===== src/design/bop_map.svh =====
// Constants for the bus octet protocol slave block.
// What this block does
// - Port B wins per hold/select contention table.
// - Unknown bus control ends transfer without data.
// - Bus acknowledge octet zero, good parity, stable.
// - Slave status bit 7 reports prior success.
// - Slave status bit 6 reports detected parity error.
// - Request bit 7 clear means broadcast poll.
// - Poll bits 6,5,3 ask busy, ready, powered.
// - Power fail acknowledged after graceful shutdown done.
// - Poll bits 2,1,0 ask interrupt classes 3,2,1.
// - Several requested conditions answer as logical OR.
// - Addressed slave decodes facility interrupt request.
// - Bit 3 picks facility group low or high.
// - Zero bits 0-3 return transfer settings octet.
// - Bit 3 alone returns slave interrupts octet.
// - Reset control bits 0-3 used in reset phases.
// - Poll answer drives own bit only, no control.
// - Facility answer bit n maps facility n or n+8.
// - No response bus answer during selective reset.
// - Parity line released on one-hot address answers.
// - Selection bit 1 hold, bit 0 preempt select.
`ifndef BOP_MAP_SVH
`define BOP_MAP_SVH
`define BOP_SEL_HOLD_BIT 1
`define BOP_SEL_PREEMPT_BIT 0
`define BOP_STAT_OK_BIT 7
`define BOP_STAT_PERR_BIT 6
`define BOP_RQ_ADDRESSED_BIT 7
`define BOP_RQ_BUSY_BIT 6
`define BOP_RQ_READY_BIT 5
`define BOP_RQ_PWRFAIL_BIT 4
`define BOP_RQ_PWRON_BIT 3
`define BOP_RQ_RANGE_BIT 3
`define BOP_RQ_ADDR_LSB 4
`define BOP_RQ_ADDR_MSB 6
`define BOP_RQ_CLASS_MSB 2
`define BOP_RQ_LOW_MSB 3
`define BOP_RST_TYPE_MSB 3
`define BOP_OCTET_ZERO 8'h00
`define BOP_NIBBLE_ZERO 4'h0
`define BOP_CLASS_ZERO 3'h0
`endif


===== src/design/bop_pkg.sv =====
// Types for the bus octet protocol slave block.
package bop_pkg;
	// Protocol state seen by the slave on the control lines.
	typedef enum logic [7:0] {
		BOP_IDLE = 8'h01,
		BOP_SELECT_ACK = 8'h02,
		BOP_BUS_CONTROL = 8'h04,
		BOP_BUS_ACK = 8'h08,
		BOP_REQUEST = 8'h10,
		BOP_REQUEST_ACK = 8'h20,
		BOP_RESET_PH1 = 8'h40,
		BOP_RESET_PH2 = 8'h80
	} bop_state_t;
	// Slave condition word.
	typedef struct packed {
		logic busy;
		logic ready;
		logic power_on;
		logic [2:0] irq_class;
	} bop_cond_t;
	// Response bus drive: data, per-bit enable, parity and its enable.
	typedef struct packed {
		logic [7:0] data;
		logic [7:0] oe;
		logic par;
		logic par_oe;
	} bop_drive_t;
endpackage : bop_pkg


===== src/design/bop_sync.sv =====
// Two-flop synchroniser for a vector of pin inputs.
`timescale 1ns/1ns
module bop_sync #(
	parameter int W = 8
) (
	input wire logic mclk,
	input wire logic rst_n,
	input wire logic [W-1:0] d,
	output logic [W-1:0] q
);
	logic [W-1:0] meta_reg;
	// First stage feeds only the second stage.
	always_ff @(posedge mclk or negedge rst_n) begin
		if (!rst_n) begin
			meta_reg <= '0;
			q <= '0;
		end else begin
			meta_reg <= d;
			q <= meta_reg;
		end
	end
endmodule : bop_sync


===== src/design/bop_arbiter.sv =====
// Two-port allegiance arbiter for hold and preempt selection.
`timescale 1ns/1ns
module bop_arbiter (
	input wire logic mclk,
	input wire logic rst_n,
	input wire logic a_selected,
	input wire logic a_hold,
	input wire logic a_preempt,
	input wire logic b_hold,
	input wire logic b_preempt,
	input wire logic b_request,
	output logic port_b_wins
);
	logic win_b;
	// Port B wins when A lacks hold and is unselected or B preempts,
	// or A holds without preempt while B sets both bits.
	always_comb begin
		win_b = (!a_hold && (!a_selected || b_preempt)) ||
			(a_hold && !a_preempt && b_hold && b_preempt);
	end
	always_ff @(posedge mclk or negedge rst_n) begin
		if (!rst_n) begin
			port_b_wins <= 1'b0;
		end else if (b_request) begin
			port_b_wins <= win_b;
		end
	end
endmodule : bop_arbiter


===== src/design/bop_slave.sv =====
// Slave-side octet decoder and response bus driver.
`timescale 1ns/1ns
`include "bop_map.svh"
module bop_slave
	import bop_pkg::*;
(
	input wire logic mclk,
	input wire logic rst_n,
	input wire logic [7:0] bus_out,
	input wire logic [7:0] state_pins,
	input wire logic [2:0] slave_addr,
	input wire logic [5:0] cond_pins,
	input wire logic [15:0] fac_irq_pins,
	input wire logic shutdown_done,
	input wire logic [7:0] transfer_settings,
	input wire logic sel_latch,
	input wire logic mstat_latch,
	input wire logic xfer_ok,
	input wire logic perr_seen,
	input wire logic bus_ctl_known,
	input wire logic a_selected,
	input wire logic [1:0] a_flags,
	output logic [7:0] resp_data,
	output logic [7:0] resp_oe,
	output logic resp_par,
	output logic resp_par_oe,
	output logic skip_transfer,
	output logic port_b_wins,
	output logic port_hold_flag,
	output logic port_preempt_flag,
	output logic [3:0] reset_type,
	output logic reset_fire,
	output logic [1:0] master_stat
);
	logic [7:0] octet;
	logic [7:0] st_raw;
	bop_state_t st;
	bop_state_t st_prev_reg;
	logic [7:0] rq_reg;
	bop_cond_t cond;
	bop_drive_t drv_next;
	logic [7:0] stat_reg;
	logic skip_next;
	logic hit_poll;
	logic addressed;
	logic [7:0] fac_sel;

	// Bus and state pin inputs pass two flops before any logic reads them.
	bop_sync #(.W(8)) u_sync_bus (
		.mclk(mclk),
		.rst_n(rst_n),
		.d(bus_out),
		.q(octet)
	);
	bop_sync #(.W(8)) u_sync_state (
		.mclk(mclk),
		.rst_n(rst_n),
		.d(state_pins),
		.q(st_raw)
	);

	// Parity over a response octet, odd parity.
	function automatic logic odd_par(input logic [7:0] v);
		odd_par = ~(^v);
	endfunction : odd_par

	// One-hot address bit for this slave.
	function automatic logic [7:0] onehot(input logic [2:0] a);
		onehot = 8'h01 << a;
	endfunction : onehot

	// Decode the synchronised control state; illegal codes read as idle.
	always_comb begin
		unique case (st_raw)
			8'h02: st = BOP_SELECT_ACK;
			8'h04: st = BOP_BUS_CONTROL;
			8'h08: st = BOP_BUS_ACK;
			8'h10: st = BOP_REQUEST;
			8'h20: st = BOP_REQUEST_ACK;
			8'h40: st = BOP_RESET_PH1;
			8'h80: st = BOP_RESET_PH2;
			default: st = BOP_IDLE;
		endcase
	end

	// Condition inputs come from the slave's own logic.
	always_comb begin
		cond.busy = cond_pins[5];
		cond.ready = cond_pins[4];
		cond.power_on = cond_pins[3];
		cond.irq_class = cond_pins[2:0];
	end

	// State history for edge detection of phase entry.
	always_ff @(posedge mclk or negedge rst_n) begin
		if (!rst_n) begin
			st_prev_reg <= BOP_IDLE;
		end else begin
			st_prev_reg <= st;
		end
	end

	// The request modifier is captured while the request state lasts.
	always_ff @(posedge mclk or negedge rst_n) begin
		if (!rst_n) begin
			rq_reg <= `BOP_OCTET_ZERO;
		end else if (st == BOP_REQUEST) begin
			rq_reg <= octet;
		end
	end

	// Selection flags for this port and the contention arbiter.
	always_ff @(posedge mclk or negedge rst_n) begin
		if (!rst_n) begin
			port_hold_flag <= 1'b0;
			port_preempt_flag <= 1'b0;
		end else if (sel_latch) begin
			port_hold_flag <= octet[`BOP_SEL_HOLD_BIT];
			port_preempt_flag <= octet[`BOP_SEL_PREEMPT_BIT];
		end
	end

	// The arbiter judges the selection octet being latched, not the flags of the last one.
	bop_arbiter u_arb (
		.mclk(mclk),
		.rst_n(rst_n),
		.a_selected(a_selected),
		.a_hold(a_flags[1]),
		.a_preempt(a_flags[0]),
		.b_hold(octet[`BOP_SEL_HOLD_BIT]),
		.b_preempt(octet[`BOP_SEL_PREEMPT_BIT]),
		.b_request(sel_latch),
		.port_b_wins(port_b_wins)
	);

	// Master status octet bits are kept for the slave's logic.
	always_ff @(posedge mclk or negedge rst_n) begin
		if (!rst_n) begin
			master_stat <= 2'b00;
		end else if (mstat_latch) begin
			master_stat <= octet[`BOP_STAT_OK_BIT:`BOP_STAT_PERR_BIT];
		end
	end

	// Slave ending status: success and detected parity error.
	always_comb begin
		stat_reg = `BOP_OCTET_ZERO;
		stat_reg[`BOP_STAT_OK_BIT] = xfer_ok;
		stat_reg[`BOP_STAT_PERR_BIT] = perr_seen;
	end

	// Unknown bus control octet: skip the following transfer.
	always_comb begin
		skip_next = skip_transfer;
		if (st == BOP_BUS_CONTROL) begin
			skip_next = !bus_ctl_known;
		end else if (st == BOP_IDLE) begin
			skip_next = 1'b0;
		end
	end
	always_ff @(posedge mclk or negedge rst_n) begin
		if (!rst_n) begin
			skip_transfer <= 1'b0;
		end else begin
			skip_transfer <= skip_next;
		end
	end

	// Broadcast poll: OR of all requested conditions.
	always_comb begin
		hit_poll = (octet[`BOP_RQ_BUSY_BIT] && cond.busy) ||
			(octet[`BOP_RQ_READY_BIT] && cond.ready) ||
			(octet[`BOP_RQ_PWRON_BIT] && cond.power_on) ||
			(octet[`BOP_RQ_PWRFAIL_BIT] && shutdown_done) ||
			|(octet[`BOP_RQ_CLASS_MSB:0] & cond.irq_class);
	end

	// Addressed requests compare bits 6..4 against this slave.
	always_comb begin
		addressed = octet[`BOP_RQ_ADDRESSED_BIT] &&
			(rq_reg[`BOP_RQ_ADDR_MSB:`BOP_RQ_ADDR_LSB] == slave_addr);
		fac_sel = rq_reg[`BOP_RQ_RANGE_BIT] ? fac_irq_pins[15:8] : fac_irq_pins[7:0];
	end

	// Response bus selection by state and request form.
	always_comb begin
		drv_next = '0;
		unique case (st)
			BOP_SELECT_ACK: begin
				drv_next.data = stat_reg;
				drv_next.oe = 8'hff;
				drv_next.par = odd_par(stat_reg);
				drv_next.par_oe = 1'b1;
			end
			BOP_BUS_ACK: begin
				drv_next.data = `BOP_OCTET_ZERO;
				drv_next.oe = 8'hff;
				drv_next.par = odd_par(`BOP_OCTET_ZERO);
				drv_next.par_oe = 1'b1;
			end
			BOP_REQUEST: begin
				if (!octet[`BOP_RQ_ADDRESSED_BIT] && hit_poll) begin
					drv_next.data = onehot(slave_addr);
					drv_next.oe = onehot(slave_addr);
				end
			end
			BOP_REQUEST_ACK: begin
				if (rq_reg[`BOP_RQ_ADDRESSED_BIT] &&
					rq_reg[`BOP_RQ_ADDR_MSB:`BOP_RQ_ADDR_LSB] == slave_addr) begin
					if (rq_reg[`BOP_RQ_LOW_MSB:0] == `BOP_NIBBLE_ZERO) begin
						drv_next.data = transfer_settings;
						drv_next.oe = 8'hff;
						drv_next.par = odd_par(transfer_settings);
						drv_next.par_oe = 1'b1;
					end else if (rq_reg[`BOP_RQ_CLASS_MSB:0] == `BOP_CLASS_ZERO) begin
						drv_next.data = {1'b0, cond.busy, cond.ready, port_hold_flag,
							port_preempt_flag, cond.irq_class};
						drv_next.oe = 8'hff;
						drv_next.par = odd_par(drv_next.data);
						drv_next.par_oe = 1'b1;
					end else begin
						drv_next.data = fac_sel;
						drv_next.oe = fac_sel;
					end
				end
			end
			BOP_RESET_PH1, BOP_RESET_PH2: begin
				drv_next = '0;
			end
			BOP_IDLE, BOP_BUS_CONTROL: begin
				drv_next = '0;
			end
		endcase
	end

	// Registered response bus drivers.
	always_ff @(posedge mclk or negedge rst_n) begin
		if (!rst_n) begin
			resp_data <= `BOP_OCTET_ZERO;
			resp_oe <= `BOP_OCTET_ZERO;
			resp_par <= 1'b0;
			resp_par_oe <= 1'b0;
		end else begin
			resp_data <= drv_next.data;
			resp_oe <= drv_next.oe;
			resp_par <= drv_next.par;
			resp_par_oe <= drv_next.par_oe;
		end
	end

	// Reset type latched on entry to phase 1 for this slave.
	always_ff @(posedge mclk or negedge rst_n) begin
		if (!rst_n) begin
			reset_type <= `BOP_NIBBLE_ZERO;
			reset_fire <= 1'b0;
		end else begin
			reset_fire <= 1'b0;
			if (st == BOP_RESET_PH1 && st_prev_reg != BOP_RESET_PH1 &&
				rq_reg[`BOP_RQ_ADDR_MSB:`BOP_RQ_ADDR_LSB] == slave_addr) begin
				reset_type <= rq_reg[`BOP_RST_TYPE_MSB:0];
				reset_fire <= 1'b1;
			end
		end
	end

	// Unused variable kept consistent.
	logic unused_addr;
	assign unused_addr = addressed;
endmodule : bop_slave


===== config.mk =====
export PLATFORM = sky130hd
export DESIGN_NAME = bop_slave
export DESIGN_NICKNAME = d
export VERILOG_FILES = /design/src/design/bop_pkg.sv /design/src/design/bop_sync.sv /design/src/design/bop_arbiter.sv /design/src/design/bop_slave.sv
export VERILOG_INCLUDE_DIRS = /design/src /design/src/design
export SDC_FILE = /design/constraint.sdc
export NUM_CORES = 1
export LEC_CHECK = 0
export ABC_AREA = 1
export BUFFER_PORTS_ARGS = -buffer_cell sky130_fd_sc_hd__buf_2
export CORE_ASPECT_RATIO = 1.75
export CORE_UTILIZATION = 47
export DETAILED_ROUTE_END_ITERATION = 10
export GPL_TIMING_DRIVEN = 0
export PLACE_DENSITY = 0.78
export SLEW_MARGIN = 20
export SYNTH_ARGS = -nofsm -noshare
export SYNTH_HDL_FRONTEND = slang
export SYNTH_SLANG_ARGS = --single-unit

===== constraint.sdc =====
create_clock -name mclk -period 1.3 [get_ports mclk]
set_input_delay 0.065 -clock mclk [delete_from_list [all_inputs] [get_ports mclk]]
set_output_delay 0.065 -clock mclk [all_outputs]
set_load 0.005 [all_outputs]

==> results by group <==
Pwr
  • Clock share of power: a little over two fifths
  • Reg power frac: 43.4%
  • Maximum vdd drop: ~1300 uV
  • Psw: around 1.6 mW
  • Comb power frac: 13.2%
  • Power Internal: 4.315 mW
  • Switching share of power: 26.44%
  • Pwr dens: 1168 nW/um2
  • Leak: about 2.7 nW

Route
  • Iter 0 DRT Violations: 168
  • Per-cell routed wire length: 15.77 um
  • DRC viols: 0
  • Total Wirelength: approximately 9.4 mm
  • Post-route ant nets: 0
  • Via count: about 3.1k
  • Drt pass-1 iters: 5
  • Vias/cell: around 5.3

Layout
  • Share of cells above drive strength 1: 44.40%
  • Antenna cell count: 0
  • Final net count: 564
  • Layout area overhead: 51.91%

Run
  • Max-cap violations: 0

Logic synthesis
  • Yosys top cell area share: 57.51%
  • Top post-synthesis cells by area: dfrtp_1 58%, nand2_1 9.5%, nand3_1 6.2%
  • Syn Area/Cell: roughly 9.4 um2
  • Top cell type by total area after synthesis: dfrtp_1
  • Async S/R FF share, synth: 100.0%
  • Syn Inst Count: 353
  • Synth Net Count: 413
  • Prevailing post-synth register cell: dfrtp_1
  • Syn. warnings: 0
  • Netlist cell types: 30
  • Mapped cell area: 3307 um2
  • Flops & latches, synth: 77
  • Sequential-to-total area share from yosys stat: 58.30%
  • Number of flops mapped to enable cells by yosys: 0

Floorplan
  • Die Wd: 65.41 um
  • Core ar.: around 7000 um2
  • Die H: 113.0 um
  • Rows: 40
  • Die area: 7388 um2
  • Initial Utilization: just under 50%
  • Io pins: 89

Placed design
  • Placer congestion estimate: 0.9439
  • Post-place setup slack: -291.5 ps
  • HPWL after detailed placement: 5.471 mm
  • Input/output buffers: 88

STA
  • Worst Hold Margin: 25.89 ps
  • FMAX: 636.4 MHz
  • Final Hold Vio Count: 0
  • # setup viols final: 34
  • RSZ-0062 raised after global routing: true
  • Final min period: ~1600 ps
  • Fin crit share: 120.9%
  • Clock skew: roughly 7.7 ps
  • Setup WS post-layout: -271.3 ps
  • Max-slew violations: 0
  • Slew HR: 66.43%
  • Slew @ Worst Pin: around 500 ps

Critical path
  • Critical path class: flop to flop
  • Max incr delay on CP: 380 ps
  • Worst Path Required: 1580 ps
  • CP max-delay cell: dfrtp_1
  • Worst Path Buf+Inv: 2
  • Top Family by Delay on Critical Path: simple AND/OR/NAND/NOR gates
  • Crit path capture type: flop
  • Worst Path Arrival: 1850 ps
  • CP Launch Type: flop
  • Worst-path cell chain: buf_4, nor3_2, nand2_4, buf_8, nor3_4, nand2_2, nand3_1
  • Critical Path Fanout Max: 7

Clocking
  • Reg clk slew, reported paths: approximately 60 ps
  • CTS Root Cell: clkbuf_16
  • CTS Buf Count: 9
  • Worst-Skew Late Latency: around 340 ps
  • Clk sinks: 77
  • CTS H-tree depth: 3
  • CTS tree: done
  • Clock Tree Buf Depth: 2

Status
  • Failing checks: negative setup slack
  • Status: finished, violations left

Global route
  • Total global-route track usage: roughly 25%
  • First-pass GRT wire length: 13.37 mm
  • Initial antenna violation count: 0
  • Grt ovf: 0
  • Vias in the first global route: 2983
  • Largest net degree at the start of global routing: between 40 and 50

Min path
  • Worst Hold Class: primary input to flop
-- worst min-delay path, stage by stage --
cell	delay, ps
buf_2	100
nand4_1	80
nand3_1	90
-- cell families after synthesis --
group,Yosys count,share of synthesized area [%]
simple gates,185,26.90
compound gates,24,3.821
mux,2,0.6432
flops,77,58.30
xor+xnor,16,4.237
buf+inv,49,6.091
-- routing by layer --
layer  global-route usage [%]  wire, um
met1                    24.86      3187
met2                    43.85      5231
met3                    6.250       468
met4                    15.65       466
met5                        0         0
-- layout make-up --
class | count | area [um2]
inverter | 41 | 165.2
fill | 470 | 1833
clock inverter | 7 | 81.33
sequential | 77 | 1931
multi-input combinational | 228 | 1494
tap | 84 | 105.1
timing repair buffer | 141 | 968.4
clock buffer | 9 | 225.2
buffer | 6 | 53.80
-- stage by stage --
stage	power (mW)	TNS (ps)	area, um2	util (%)	std cells
6_report	5.866	-6056	5024	73.27	593
5_1_grt	6.105	-9623	5024	73.27	593
4_1_cts	5.798	-3183	4726	68.92	581
3_5_place_dp	3.173	-6020	3887	56.70	526
3_3_place_gp	3.145	-23680	3865	56.37	525
2_1_floorplan	2.903	-626.3	3319	-	353
-- final timing paths --
| check | cells after the start | from | slack, ps | end |
|---|---|---|---|---|
| worst max-delay path | 7 | u_sync_state.q[5]$_DFF_PN0_ | -270 | resp_data[1]$_DFF_PN0_ |
| worst max register to register | 7 | u_sync_state.q[5]$_DFF_PN0_ | -270 | resp_data[1]$_DFF_PN0_ |
| max in group asynchronous | 3 | rst_n | 470 | rq_reg[3]$_DFFE_PN0P_ |
| worst min-delay path | 3 | transfer_settings[0] | 30 | resp_data[0]$_DFF_PN0_ |
| worst min register to register | 0 | u_sync_bus.meta_reg[1]$_DFF_PN0_ | 340 | u_sync_bus.q[1]$_DFF_PN0_ |
| min in group asynchronous | 2 | rst_n | 240 | resp_data[0]$_DFF_PN0_ |
-- Yosys cell counts, types with 2 or more instances --
master    number
or2_2          2
nor2_1        19
o21ai_1        2
inv_2         10
nand3_1       41
buf_6          2
nor2_2         2
nor4_1         2
xor2_1         5
xnor2_1       11
nand3_2        2
nand4_1       18
nand2_2        3
nor2_4         4
nor3_1         5
o21ai_0       15
inv_1         31
buf_2          2
nand2_1       84
clkbuf_1       4
a21oi_1        5
dfrtp_1       76
-- timing repair --
item,in CTS,in global routing
resized for setup,49,54
gates cloned,1,3
buffers inserted,18,11
endpoints found under the hold margin,57,0
pin swaps,18,15
setup endpoints to repair,33,35
hold buffers,21,0
-- power groups by stage --
stage	Combinational (mW)	Clock (mW)	Sequential, mW
after floorplan	0.334	0	2.57
after global placement	0.574	0	2.57
after detailed placement	0.598	0	2.57
after CTS	0.694	2.56	2.54
after global routing	0.848	2.70	2.56
final	0.774	2.54	2.55
-- cells in the final DEF, fill, tap and decap left out, types with 3 or more instances in the layout --
cell type      instances
inv_2                 10
nand2_2               15
o21ai_0                8
xor2_1                 5
a21oi_1                4
o21ai_2                5
clkbuf_16              9
inv_1                 27
o21ai_1                4
dfrtp_1               74
nand4_1               18
nand3_1               25
inv_4                  3
nor3_4                 3
nand2_4                6
xnor2_1               10
buf_12                 3
nand3_2               14
nand2_1               67
dlygate4sd3_1         21
buf_4                 20
buf_6                 12
nor2_4                 9
nor2_1                15
buf_2                 87
nand3_4                4
(Power assumes the default switching activity.)
